### src/bwdt_pkg.sv
// Constants for the board watchdog timer: I/O map, fields and timing.
// Assumes a 40 MHz mclk and byte-wide host I/O cycles on that clock.
package bwdt_pkg;

  // I/O locations.
  localparam logic [9:0] ADDR_RETRIGGER = 10'h280;
  localparam logic [9:0] ADDR_PERIOD    = 10'h282;
  localparam logic [9:0] ADDR_ACTION    = 10'h284;

  // Period and arm register fields.
  localparam int SEL_LSB      = 0;
  localparam int SEL_W        = 4;
  localparam int ARM_BIT      = 4;
  localparam int CAUSE_BIT    = 5;
  localparam logic [3:0] SEL_MAX = 4'hB;

  // Action register fields.
  localparam int ACT_RESET_BIT = 2;
  localparam int ACT_IRQ_BIT   = 6;
  localparam int ACT_NMI_BIT   = 7;

  // Reset values.
  localparam logic [3:0] SEL_RESET    = 4'h0;
  localparam logic [7:0] ACTION_RESET = 8'h00;

  // Timing: the shortest period, in ms, at the mclk rate in kHz.
  localparam int BASE_PERIOD_MS = 125;
  localparam int MCLK_KHZ       = 40000;
  localparam int BASE_CYCLES    = BASE_PERIOD_MS * MCLK_KHZ;
  localparam int PRESC_W        = 23;
  localparam int TICK_W         = 12;

endpackage

### src/bwdt_prescaler.sv
// Prescaler that gives one tick per shortest watchdog period.
// Assumes clear is a same-clock pulse that restarts the interval.
`timescale 1ns/1ps
`default_nettype none

module bwdt_prescaler #(
  parameter int BaseCycles = bwdt_pkg::BASE_CYCLES
) (
  // Clock and reset.
  input  wire logic mclk,
  input  wire logic reset,
  // Control.
  input  wire logic clear,
  output logic      tick
);

  localparam logic [bwdt_pkg::PRESC_W-1:0] LAST =
    bwdt_pkg::PRESC_W'(BaseCycles - 1);

  logic [bwdt_pkg::PRESC_W-1:0] count_q;

  always_ff @(posedge mclk) begin
    if (reset || clear || count_q == LAST) begin
      count_q <= '0;
    end else begin
      count_q <= count_q + 1'b1;
    end
  end

  always_ff @(posedge mclk) begin
    if (reset || clear) begin
      tick <= 1'b0;
    end else begin
      tick <= (count_q == LAST);
    end
  end

endmodule

`default_nettype wire

### src/board_watchdog_timer.sv
// Board watchdog timer reached through three byte-wide I/O locations.
// Assumes host I/O strobes are one-cycle pulses synchronous to mclk.
`timescale 1ns/1ps
`default_nettype none

module board_watchdog_timer #(
  parameter int BaseCycles = bwdt_pkg::BASE_CYCLES
) (
  // Clock and power-on reset.
  input  wire logic       mclk,
  input  wire logic       reset,
  // Host I/O port.
  input  wire logic [9:0] ioAddr,
  input  wire logic       ioWr,
  input  wire logic       ioRd,
  input  wire logic [7:0] ioWrData,
  output logic      [7:0] ioRdData,
  // Expiry actions.
  output logic            sysResetOut,
  output logic            nmiOut,
  output logic            irqOut
);

  ////////////////////////////////////////////////////////////////////////
  // Decode and state.

  logic       wrRetrig, wrPeriod, wrAction;
  logic       tick, expire, restart;
  logic [3:0] sel_q;
  logic       arm_q, cause_q, stage2_q;
  logic [7:0] action_q;
  logic [bwdt_pkg::TICK_W-1:0] ticks_q;
  logic [bwdt_pkg::TICK_W-1:0] periodTicks;
  logic [3:0] selEff;
  logic       modeDual;

  assign wrRetrig = ioWr && ioAddr == bwdt_pkg::ADDR_RETRIGGER;
  assign wrPeriod = ioWr && ioAddr == bwdt_pkg::ADDR_PERIOD;
  assign wrAction = ioWr && ioAddr == bwdt_pkg::ADDR_ACTION;
  assign modeDual = action_q[bwdt_pkg::ACT_NMI_BIT]
                 && action_q[bwdt_pkg::ACT_RESET_BIT];

  // doubling periods
  // Reserved codes behave as the longest period.
  assign selEff = (sel_q > bwdt_pkg::SEL_MAX) ? bwdt_pkg::SEL_MAX : sel_q;
  assign periodTicks = bwdt_pkg::TICK_W'(1) << selEff;

  assign restart = !arm_q || wrRetrig || wrAction || expire;

  bwdt_prescaler #(
    .BaseCycles (BaseCycles)
  ) u_presc (
    .mclk  (mclk),
    .reset (reset),
    .clear (restart),
    .tick  (tick)
  );

  assign expire = arm_q && tick && (ticks_q + 1'b1 == periodTicks);

  ////////////////////////////////////////////////////////////////////////
  // Registers.

  always_ff @(posedge mclk) begin
    if (reset || sysResetOut) begin
      arm_q <= 1'b0;
    end else if (wrPeriod && ioWrData[bwdt_pkg::ARM_BIT]) begin
      arm_q <= 1'b1;
    end
  end

  always_ff @(posedge mclk) begin
    if (reset || sysResetOut) begin
      sel_q <= bwdt_pkg::SEL_RESET;
    end else if (wrPeriod) begin
      sel_q <= ioWrData[bwdt_pkg::SEL_LSB +: bwdt_pkg::SEL_W];
    end
  end

  always_ff @(posedge mclk) begin
    if (reset || sysResetOut) begin
      action_q <= bwdt_pkg::ACTION_RESET;
    end else if (wrAction) begin
      action_q <= ioWrData;
    end
  end

  always_ff @(posedge mclk) begin
    if (reset) begin
      cause_q <= 1'b0;
    end else if (sysResetOut) begin
      cause_q <= 1'b1;
    end
  end

  always_ff @(posedge mclk) begin
    if (reset || restart) begin
      ticks_q <= '0;
    end else if (tick) begin
      ticks_q <= ticks_q + 1'b1;
    end
  end

  ////////////////////////////////////////////////////////////////////////
  // Expiry actions.

  // rewrite cancels stage
  // An expiry in the same cycle as a host write still enters stage two.
  always_ff @(posedge mclk) begin
    if (reset || sysResetOut) begin
      stage2_q <= 1'b0;
    end else if (expire && modeDual && !stage2_q) begin
      stage2_q <= 1'b1;
    end else if (wrAction) begin
      stage2_q <= 1'b0;
    end
  end

  always_ff @(posedge mclk) begin
    if (reset) begin
      sysResetOut <= 1'b0;
    end else begin
      sysResetOut <= expire && action_q[bwdt_pkg::ACT_RESET_BIT]
                     && (!modeDual || stage2_q);
    end
  end

  always_ff @(posedge mclk) begin
    if (reset) begin
      nmiOut <= 1'b0;
    end else begin
      nmiOut <= expire && action_q[bwdt_pkg::ACT_NMI_BIT] && !stage2_q;
    end
  end

  // Interrupt is a level held until the host retriggers, rewrites the action register or sysResetOut fires.
  // A fresh expiry wins over a clear that falls in the same cycle.
  always_ff @(posedge mclk) begin
    if (reset || sysResetOut) begin
      irqOut <= 1'b0;
    end else if (expire && action_q[bwdt_pkg::ACT_IRQ_BIT]) begin
      irqOut <= 1'b1;
    end else if (wrRetrig || wrAction) begin
      irqOut <= 1'b0;
    end
  end

  always_ff @(posedge mclk) begin
    if (reset) begin
      ioRdData <= 8'h00;
    end else if (ioRd && ioAddr == bwdt_pkg::ADDR_PERIOD) begin
      ioRdData <= {2'b00, cause_q, arm_q, sel_q};
    end else if (ioRd && ioAddr == bwdt_pkg::ADDR_ACTION) begin
      ioRdData <= action_q;
    end else if (ioRd) begin
      ioRdData <= 8'h00;
    end
  end

  ////////////////////////////////////////////////////////////////////////
  // Checks.

  property p_idle;
    @(posedge mclk) disable iff (reset)
      !arm_q |=> !sysResetOut && !nmiOut && !irqOut;
  endproperty
  a_idle: assert property (p_idle) else $error("action while disarmed");

  property p_sticky;
    @(posedge mclk) disable iff (reset)
      arm_q && !sysResetOut |=> arm_q;
  endproperty
  a_sticky: assert property (p_sticky) else $error("arm bit cleared");

  property p_retrig;
    @(posedge mclk) disable iff (reset)
      wrRetrig |=> ticks_q == '0 && !sysResetOut && !nmiOut;
  endproperty
  a_retrig: assert property (p_retrig) else $error("retrigger ignored");

  property p_plainReset;
    @(posedge mclk) disable iff (reset)
      expire && action_q[bwdt_pkg::ACT_RESET_BIT] && !modeDual
      |=> sysResetOut ##1 !arm_q && cause_q;
  endproperty
  a_plainReset: assert property (p_plainReset) else $error("no reset");

  property p_firstNmi;
    @(posedge mclk) disable iff (reset)
      expire && modeDual && !stage2_q |=> nmiOut && !sysResetOut && stage2_q;
  endproperty
  a_firstNmi: assert property (p_firstNmi) else $error("bad stage one");

  property p_second;
    @(posedge mclk) disable iff (reset)
      expire && modeDual && stage2_q |=> sysResetOut && !nmiOut;
  endproperty
  a_second: assert property (p_second) else $error("no stage two reset");

  property p_cause;
    @(posedge mclk) disable iff (reset)
      sysResetOut |=> cause_q [*2];
  endproperty
  a_cause: assert property (p_cause) else $error("cause flag not set");

  property p_cancel;
    @(posedge mclk) disable iff (reset)
      wrAction && stage2_q |=> !stage2_q && ticks_q == '0;
  endproperty
  a_cancel: assert property (p_cancel) else $error("stage kept");

  property p_period;
    @(posedge mclk) disable iff (reset)
      (sel_q <= bwdt_pkg::SEL_MAX) ? periodTicks == (12'h001 << sel_q)
                                   : periodTicks == 12'h800;
  endproperty
  a_period: assert property (p_period) else $error("bad period");

  c_nmi:   cover property (@(posedge mclk) disable iff (reset) nmiOut);
  c_dual:  cover property (@(posedge mclk) disable iff (reset)
                           nmiOut ##[1:1000] sysResetOut);
  c_irq:   cover property (@(posedge mclk) disable iff (reset) irqOut);

endmodule

`default_nettype wire

### config.mk
export PLATFORM = sky130hd
export DESIGN_NAME = board_watchdog_timer
export DESIGN_NICKNAME = d
export VERILOG_FILES = /design/src/bwdt_pkg.sv /design/src/bwdt_prescaler.sv /design/src/board_watchdog_timer.sv
export SDC_FILE = /design/constraint.sdc
export NUM_CORES = 1
export LEC_CHECK = 0
export BUFFER_PORTS_ARGS = -buffer_cell sky130_fd_sc_hd__buf_2
export CORE_ASPECT_RATIO = 1.4
export CORE_MARGIN = 8
export CORE_UTILIZATION = 53
export DETAILED_ROUTE_END_ITERATION = 10
export PLACE_DENSITY_LB_ADDON = 0.2
export SLEW_MARGIN = 20
export SYNTH_ARGS = -nofsm -noshare
export SYNTH_HDL_FRONTEND = slang
export SYNTH_SLANG_ARGS = --single-unit
### constraint.sdc
create_clock -name mclk -period 2.22 [get_ports mclk]
set_clock_uncertainty 0.05 [all_clocks]
set_input_delay 0.111 -clock mclk [delete_from_list [all_inputs] [get_ports mclk]]
set_output_delay 0.111 -clock mclk [all_outputs]
set_load 0.03 [all_outputs]
==> out/results.ini, run 1 <==
[worst_setup_path]
crit_arrival_ps=2490
start_kind=flip-flop
worstPathRequired_ps=2420
end_kind=flip-flop
crit_fanout=4
path_class=reg2reg

[clocking]
cts_root_buffer=clkbuf_8
h-tree-depth=3
numCtsBuffers=9
clk_path_buf_depth=2
clkSinkCount=62
clk_transition_reported_paths_ps=70
cts_tree=done
insertion_delay_ps=350

[place]
detailed_place_hpwl_um=5260
dpl.cell_count=473
gp_congestion=0.803
port-buffer-count=32

[synthesis]
synth_cell_type_count=53
ys_seq_elements=62
synth-edff-count=0
async_reset_ff_share_pct=0
synth_flop_cell=dfxtp_1
syn_area_um2=3100
yosys-top-cells-area=dfxtp_1 (40%), nor2_1 (7.5%), xor2_1 (6.5%)
synthCells=349
yosysTopAreaCell=dfxtp_1
avgSynthCellArea_um2=8.88
synth_nets=373
synth_top_area_share_pct=40.1
synth_common_cells=dfxtp_1 (62), nor2_1 (62), nand2_1 (32)
yosys_warnings=0
ys_seq_area_share_pct=40.1

[floorplanning]
die_y_um=106
core.rowCount=33
dieArea_um2=8580
initial_core_util_pct=54.0
io_pins=33
core_area_um2=5740
die_width_um=80.6

[routing]
wl_per_cell_um=14.7
vias=2708
dr.pass1.iters=4
viasPerCell=5.34
ant_nets=0
routed_wl_um=7450
route.detailed.drc=0
first_iter_violations=178

[power_and_ir_drop]
p_leak_nw=1.56
power.density_nw_per_um2=549
peakVddDrop_mv=0.422

[sta]
worstMarginPinSlew_ps=441
period_needed_ps=2290
fmax_mhz=438
hold_viol_final=0
rsz0062_at_grt=yes
finalMaxSlewViolations=0
fin_crit_sh_pct=103
timing.final.ws_setup_ps=-65.4
setup_viol=37
slew_headroom_pct=70.6

[layout]
multi_input_area_um2=1860
ff_latch_area_um2=1270
finish.utilization_pct=71.2
syn_to_final_growth_pct=31.8
fillerInstances=415
num_antenna_cells=0
layout.nets=456
fin_cells=507
drive_gt1_share_pct=33.6

[global_route]
antenna_found_initial=0
overflow=0
grt_pass1_wl_um=12000
grt_pass1_vias=2636
track_usage_pct=17.7
grt_max_degree=22

[hold_path]
hold_path.class=in2reg

[flow_run]
cap_violations=0

[status]
failed_checks=setup timing
status=complete, but fails checks

layout by cell type, fill, tap and decap left out, types with 7 or more instances in the layout:
cell type / Yosys / final
nor2_1: 62 / 62
dfxtp_1: 62 / 52
buf_4: 7 / 43
buf_2: 3 / 32
nand2_1: 32 / 31
xor2_1: 23 / 23
xnor2_1: 21 / 21
nand3_1: 16 / 16
nor2_2: 11 / 11
nand4_1: 9 / 9
mux2i_1: 9 / 9
clkbuf_8: 0 / 9
dlygate4sd3_1: 0 / 8
nor3_1: 8 / 7
and3_1: 7 / 7
where the power goes:
group          switching [mW]  internal [mW]
logic                  0.0223         0.0262
clock network           0.457          0.634
registers            0.000115           1.10
state kept, by name (all words and copies together) (netlist names), 4 cells and up:
name             flops
action_q             8
sel_q                4
u_presc.count_q     23
ioRdData             8
ticks_q             12
what timing repair did:
item / 4_1_cts / 5_1_grt
resized for setup: 20 / 15
hold buffers: 8 / 0
hold endpoints to repair: 13 / 0
pin swaps: 6 / 5
setup buffers: 2 / 8
setup endpoints to repair: 39 / 39
cloned: 0 / 0
metal layers:
metal	vias to the layer above	share of wire [%]	global-route usage (%)
met5	-	0	0
met4	0	2.2	8.62
met3	11	4.4	6.17
met2	57	51	30.2
met1	1254	43	18.7
li1	1386	-	-
critical path, stage by stage, from the launching register on:
cell and delay (ps):
dfxtp_4 360, buf_6 110, a21o_1 180, a32oi_2 210, xor2_1 100, or3_4 370, a2bb2o_4 260, or3_4 400
and3_1 150
through the flow:
| stage | power [mW] | setup slack, ps | cell area (um^2) | hold WS [ps] | TNS, ps |
|---|---|---|---|---|---|
| 6_report | 2.24 | -65.4 | 4080 | 59.5 | -1150 |
| 5_1_grt | 2.31 | -137 | 4080 | 71.8 | -4240 |
| 3_3_place_gp | 1.17 | -101 | 3580 | 292 | -2680 |
| 2_1_floorplan | 1.15 | -31.3 | 3140 | 131 | -309 |
| 4_1_cts | 2.26 | -33.9 | 3950 | 41.8 | -692 |
| 3_5_place_dp | 1.17 | -147 | 3580 | 304 | -4690 |
final cells by class:
class	instances	area share, %
multi-input cells	267	45.5
flip-flops and latches	62	31.1
repair buffers	88	15.7
clock buffers	11	3.22
well taps	70	2.14
clock inverters	5	2.05
inverters	4	0.368
cell families (layout without fill, tap and decap cells):
kind of cell	count (synthesis)	count (layout)	synth area share [%]
compound gates	27	27	8.32
xor+xnor	44	44	12.4
simple gates	184	184	31.5
buf+inv	20	108	3.63
mux	10	10	3.27
fa+ha+maj	2	2	0.808
flops	62	62	40.1
path summary, 6_finish.rpt:
| path | start | endpoint | slack, ps | depth (start not counted) |
|---|---|---|---|---|
| max | sel_q[1] | u_presc.count_q[1] | -70 | 8 |
| min | reset | ioRdData[5] | 60 | 2 |
| max reg2reg | sel_q[1] | u_presc.count_q[1] | -70 | 8 |
| min reg2reg | u_presc.count_q[0] | u_presc.count_q[0] | 430 | 1 |
Power figures use the tool's default switching activity.
==> inputs of run 2 (changes only) <==
--- a/config.mk
+++ b/config.mk
@@ -6,9 +6,11 @@
 export NUM_CORES = 1
 export LEC_CHECK = 0
 export BUFFER_PORTS_ARGS = -buffer_cell sky130_fd_sc_hd__buf_2
+export CELL_PAD_IN_SITES_DETAIL_PLACEMENT = 2
+export CELL_PAD_IN_SITES_GLOBAL_PLACEMENT = 2
 export CORE_ASPECT_RATIO = 1.4
 export CORE_MARGIN = 8
-export CORE_UTILIZATION = 53
+export CORE_UTILIZATION = 36
 export DETAILED_ROUTE_END_ITERATION = 10
 export PLACE_DENSITY_LB_ADDON = 0.2
 export SLEW_MARGIN = 20
==> constraint.sdc (replaced) <==
create_clock -name mclk -period 2.6 [get_ports mclk]
set_clock_uncertainty 0.05 [all_clocks]
set_input_delay 0.13 -clock mclk [delete_from_list [all_inputs] [get_ports mclk]]
set_output_delay 0.13 -clock mclk [all_outputs]
set_load 0.03 [all_outputs]
==> out/results.ini, run 2 (synthesized netlist as in run 1, its figures left out) <==
[floorplanning]
io_pins=33
core.rowCount=40
dieArea_um2=11900
die_y_um=126
core_area_um2=8460
initial_core_util_pct=36.6
die_width_um=94.4

[routing]
vias=2679
route.detailed.drc=0
dr_wl_met3_um=359
routed.top_layer=met4
viasPerCell=5.29
first_iter_violations=103
ant_nets=0
routed_wl_um=9070
wl_met1_um=3290
route.met2.wl_um=5210
dr.pass1.iters=5
wl_per_cell_um=17.9

[layout]
fillerInstances=963
finish.utilization_pct=44.7
drive_gt1_share_pct=24.2
largest_reg_flops=23
syn_to_final_growth_pct=22.1
num_antenna_cells=0
final_common_cell=nor2_1
top_register=u_presc.count_q
layout_common_cells=nor2_1 (62), dfxtp_1 (59), nand2_1 (32), buf_2 (32), xor2_1 (23)
layout.nets=422
reg.largest.list=u_presc.count_q (23), ticks_q (12)

[worst_setup_path]
crit_fanout=7
cpPeakStageDelay_ps=550
start_kind=flip-flop
crit_chain=nand2_1 -> or4_4 -> or3_1 -> a2bb2o_4 -> or3_4 -> and3_1
crit_arrival_ps=2640
worstPathRequired_ps=2780
path_class=reg2reg
critPathSlowestCell=or4_4
end_kind=flip-flop

[clocking]
clkSinkCount=62
numCtsBuffers=9
h-tree-depth=3
cts_setup_buffers=0
cts_tree=done
clk_transition_reported_paths_ps=50
clk_path_buf_depth=2
insertion_delay_ps=330
cts_root_buffer=clkbuf_16

[sta]
hold_viol_final=0
rsz0062_at_grt=no
fin_crit_sh_pct=94.8
hold_slack_ps=8.26
fmax_mhz=406
period_needed_ps=2470
setup_viol=0
worstMarginPinSlew_ps=501
finalMaxSlewViolations=0
slew_headroom_pct=66.1
setup_tns_ps=0

[power_and_ir_drop]
p_leak_nw=1.38
finalPower_mw=2.08
peakVddDrop_mv=0.304
power.density_nw_per_um2=549

[place]
port-buffer-count=32
detailed_place_hpwl_um=6920
gp_congestion=0.784

[hold_path]
hold_path.class=in2reg

[global_route]
grt_max_degree=22
antenna_found_initial=0
overflow=0
track_usage_pct=16.2
grt_pass1_vias=3050
grt_pass1_wl_um=15000

[flow_run]
cap_violations=0

[status]
status=finished, final reports clean

run 2: critical path: cells and delay by family, from the launching register on:
family | cells | cell delay [ps]
DFF | 1 | 460
AOI/OAI and AO/OA | 1 | 250
and+or+nand+nor | 5 | 1590
run 2: where the power goes:
part	leakage, nW	switching (mW)	internal (mW)
logic	0.750	0.0191	0.0202
registers	0.501	0.000138	0.951
clock network	0.126	0.431	0.655
total	1.38	0.450	1.63
run 2: final cells by class:
class,instances,area (um^2),share of cell area [%]
Clock buffer,10,239,6.32
Clock inverter,4,25.0,0.662
Tap cell,105,131,3.47
Multi-Input combinational cell,267,1770,46.9
Timing Repair Buffer,54,353,9.33
Sequential cell,62,1240,32.9
Inverter,4,15.0,0.397
run 2: routing by layer:
layer	global-route usage (%)	vias to the layer above
li1	-	1302
met1	15.0	1322
met2	30.7	41
met3	4.93	14
met4	7.40	0
met5	0	-
run 2: through the flow:
| stage | instance area [um^2] | worst slack, ps | std cells |
|---|---|---|---|
| after CTS | 3750 | 4.75 | 506 |
| after detailed placement | 3420 | 40.6 | 486 |
| after floorplan | 3100 | 274 | 349 |
| final | 3780 | 134 | 506 |
| after global placement | 3420 | 160 | 486 |
| after global routing | 3780 | 10.9 | 506 |
run 2: path summary, 6_finish.rpt:
path / from / to / slack, ps / cells past startpoint
worst max-delay path: ticks_q[5] / u_presc.count_q[1] / 130 / 6
worst max register to register: ticks_q[5] / u_presc.count_q[1] / 130 / 6
worst min register to register: cause_q / cause_q / 420 / 2
worst min-delay path: ioWrData[2] / sel_q[2] / 8 / 3
run 2: what timing repair did:
item,CTS,global route
hold endpoints to repair,8,0
endpoints found under the setup margin,0,39
hold buffers,6,0
resized for setup,0,7
==> inputs of run 3 (changes only) <==
--- a/config.mk
+++ b/config.mk
@@ -12,6 +12,7 @@
 export CORE_MARGIN = 8
 export CORE_UTILIZATION = 36
 export DETAILED_ROUTE_END_ITERATION = 10
+export GPL_TIMING_DRIVEN = 0
 export PLACE_DENSITY_LB_ADDON = 0.2
 export SLEW_MARGIN = 20
 export SYNTH_ARGS = -nofsm -noshare
==> out/results.ini, run 3 (synthesized netlist as in run 1, its figures left out) <==
[clocking]
cts_tree=done
h-tree-depth=3
clk_path_buf_depth=2
cts_root_buffer=clkbuf_16
clk_transition_reported_paths_ps=50
numCtsBuffers=9
insertion_delay_ps=330
clkSinkCount=62

[worst_setup_path]
path_class=reg2reg
crit_chain=buf_6 -> nor4b_4 -> xnor2_1 -> o2111ai_1 -> nor4_2 -> o21ai_4 -> o31ai_4 -> buf_4 -> buf_6 -> nor2_2
crit_top_cell=buf_6
crit_fanout=10
cpPeakStageDelay_ps=420
critPathSlowestCell=nor4_2
crit_arrival_ps=2750
end_kind=flip-flop
worstPathRequired_ps=2770
start_kind=flip-flop

[hold_path]
hold_path.class=in2reg

[routing]
first_iter_violations=91
vias=2735
routed_wl_um=9630
wl_per_cell_um=18.8
route.detailed.drc=0
dr.pass1.iters=5
ant_nets=0
viasPerCell=5.34

[global_route]
antenna_found_initial=0
track_usage_pct=16.6
grt_pass1_wl_um=15500
overflow=0
grt_pass1_vias=3125
grt_max_degree=12

[layout]
layout_common_cells=nor2_1 (62), dfxtp_1 (58), buf_2 (34)
layout.nets=426
drive_gt1_share_pct=25.1
syn_to_final_growth_pct=26.5
reg.largest.list=u_presc.count_q (23), ticks_q (12)
largest_reg_flops=23
num_antenna_cells=0
final_area_um2=3920
top_register=u_presc.count_q
final_common_cell=nor2_1

[power_and_ir_drop]
finalPower_mw=2.45
combPwrFrac_pct=1.6
pwr-share-clk_pct=59.6
power.density_nw_per_um2=626
power_switching_mw=0.451
seq_power_share_pct=38.7
peakVddDrop_mv=0.395
p_leak_nw=1.43
intPower_mw=2.00
switching_share_pct=18.4

[sta]
hold_slack_ps=1.86
period_needed_ps=2580
slew_headroom_pct=33.8
fmax_mhz=387
worstMarginPinSlew_ps=992
hold_viol_final=0
rsz0062_at_grt=yes
fin_crit_sh_pct=99.4
timing.final.ws_setup_ps=15.7
finalMaxSlewViolations=0
setup_viol=0

[floorplanning]
dieArea_um2=11900
die_width_um=94.4
die_y_um=126
initial_core_util_pct=36.6
core_area_um2=8460
core.rowCount=40
io_pins=33

[place]
pre_cts_slack_ps=-123
dpl_cell_area_um2=3390
port-buffer-count=32
detailed_place_hpwl_um=6680
gp_congestion=0.717

[status]
status=finished, final reports clean

[flow_run]
cap_violations=0

[run 3: changes by cell type in the layout (fill, tap and decap cells not counted), sizes merged]
cell,delta
bufinv,+4
clkinvlp,-2
buf,+2
dlygate4sd3,-2
clkbuf,+4
[run 3: worst paths after layout]
check	cells past startpoint	start	end	slack (ps)
min reg2reg	2	cause_q	cause_q	430
min	3	ioWrData[0]	sel_q[0]	2
max reg2reg	10	sel_q[3]	u_presc.count_q[14]	20
max	10	sel_q[3]	u_presc.count_q[14]	20
[run 3: repair_timing]
action	CTS	global route
endpoints found under the hold margin	4	0
hold buffers	4	0
buffers inserted	0	5
pin swaps	0	2
endpoints found under the setup margin	33	33
gates cloned	0	1
resized for setup	3	17
[run 3: final cells by class]
type	instances	area, um^2
clock inverters	6	134
plain buffers	16	125
multi-input cells	267	1790
inverters	4	15.0
clock buffers	10	229
flip-flops and latches	62	1250
repair buffers	42	243
fillers	957	4540
well taps	105	131
[run 3: stage by stage]
stage | utilization [%] | TNS [ps] | cells
6_report | 46.3 | 0 | 512
5_1_grt | 46.3 | -553 | 512
2_1_floorplan | - | 0 | 349
4_1_cts | 45.0 | 0 | 506
3_5_place_dp | 40.1 | -1810 | 486
3_3_place_gp | 40.1 | -484 | 486
[run 3: metal layers]
metal	GRT usage (%)	vias up	routed length, um
met5	0	-	0
met4	7.50	0	228
met3	4.16	15	348
met2	30.6	50	5330
met1	16.6	1350	3720
li1	-	1320	-
[run 3: power groups by stage]
stage / Combinational (mW) / Clock, mW / Sequential (mW)
2_1_floorplan: 0.0107 / 0 / 0.971
4_1_cts: 0.0402 / 1.49 / 0.951
3_5_place_dp: 0.0352 / 0 / 0.971
3_3_place_gp: 0.0337 / 0 / 0.971
5_1_grt: 0.0440 / 1.53 / 0.950
6_report: 0.0402 / 1.46 / 0.951
[run 3: worst max-delay path, delay by kind of cell (launching register included)]
kind / cells / cell delay, ps
AOI/OAI and AO/OA: 3 / 610
buffers and inverters: 3 / 490
and+or+nand+nor: 3 / 800
DFF: 1 / 350
xor gates and xnor gates: 1 / 170
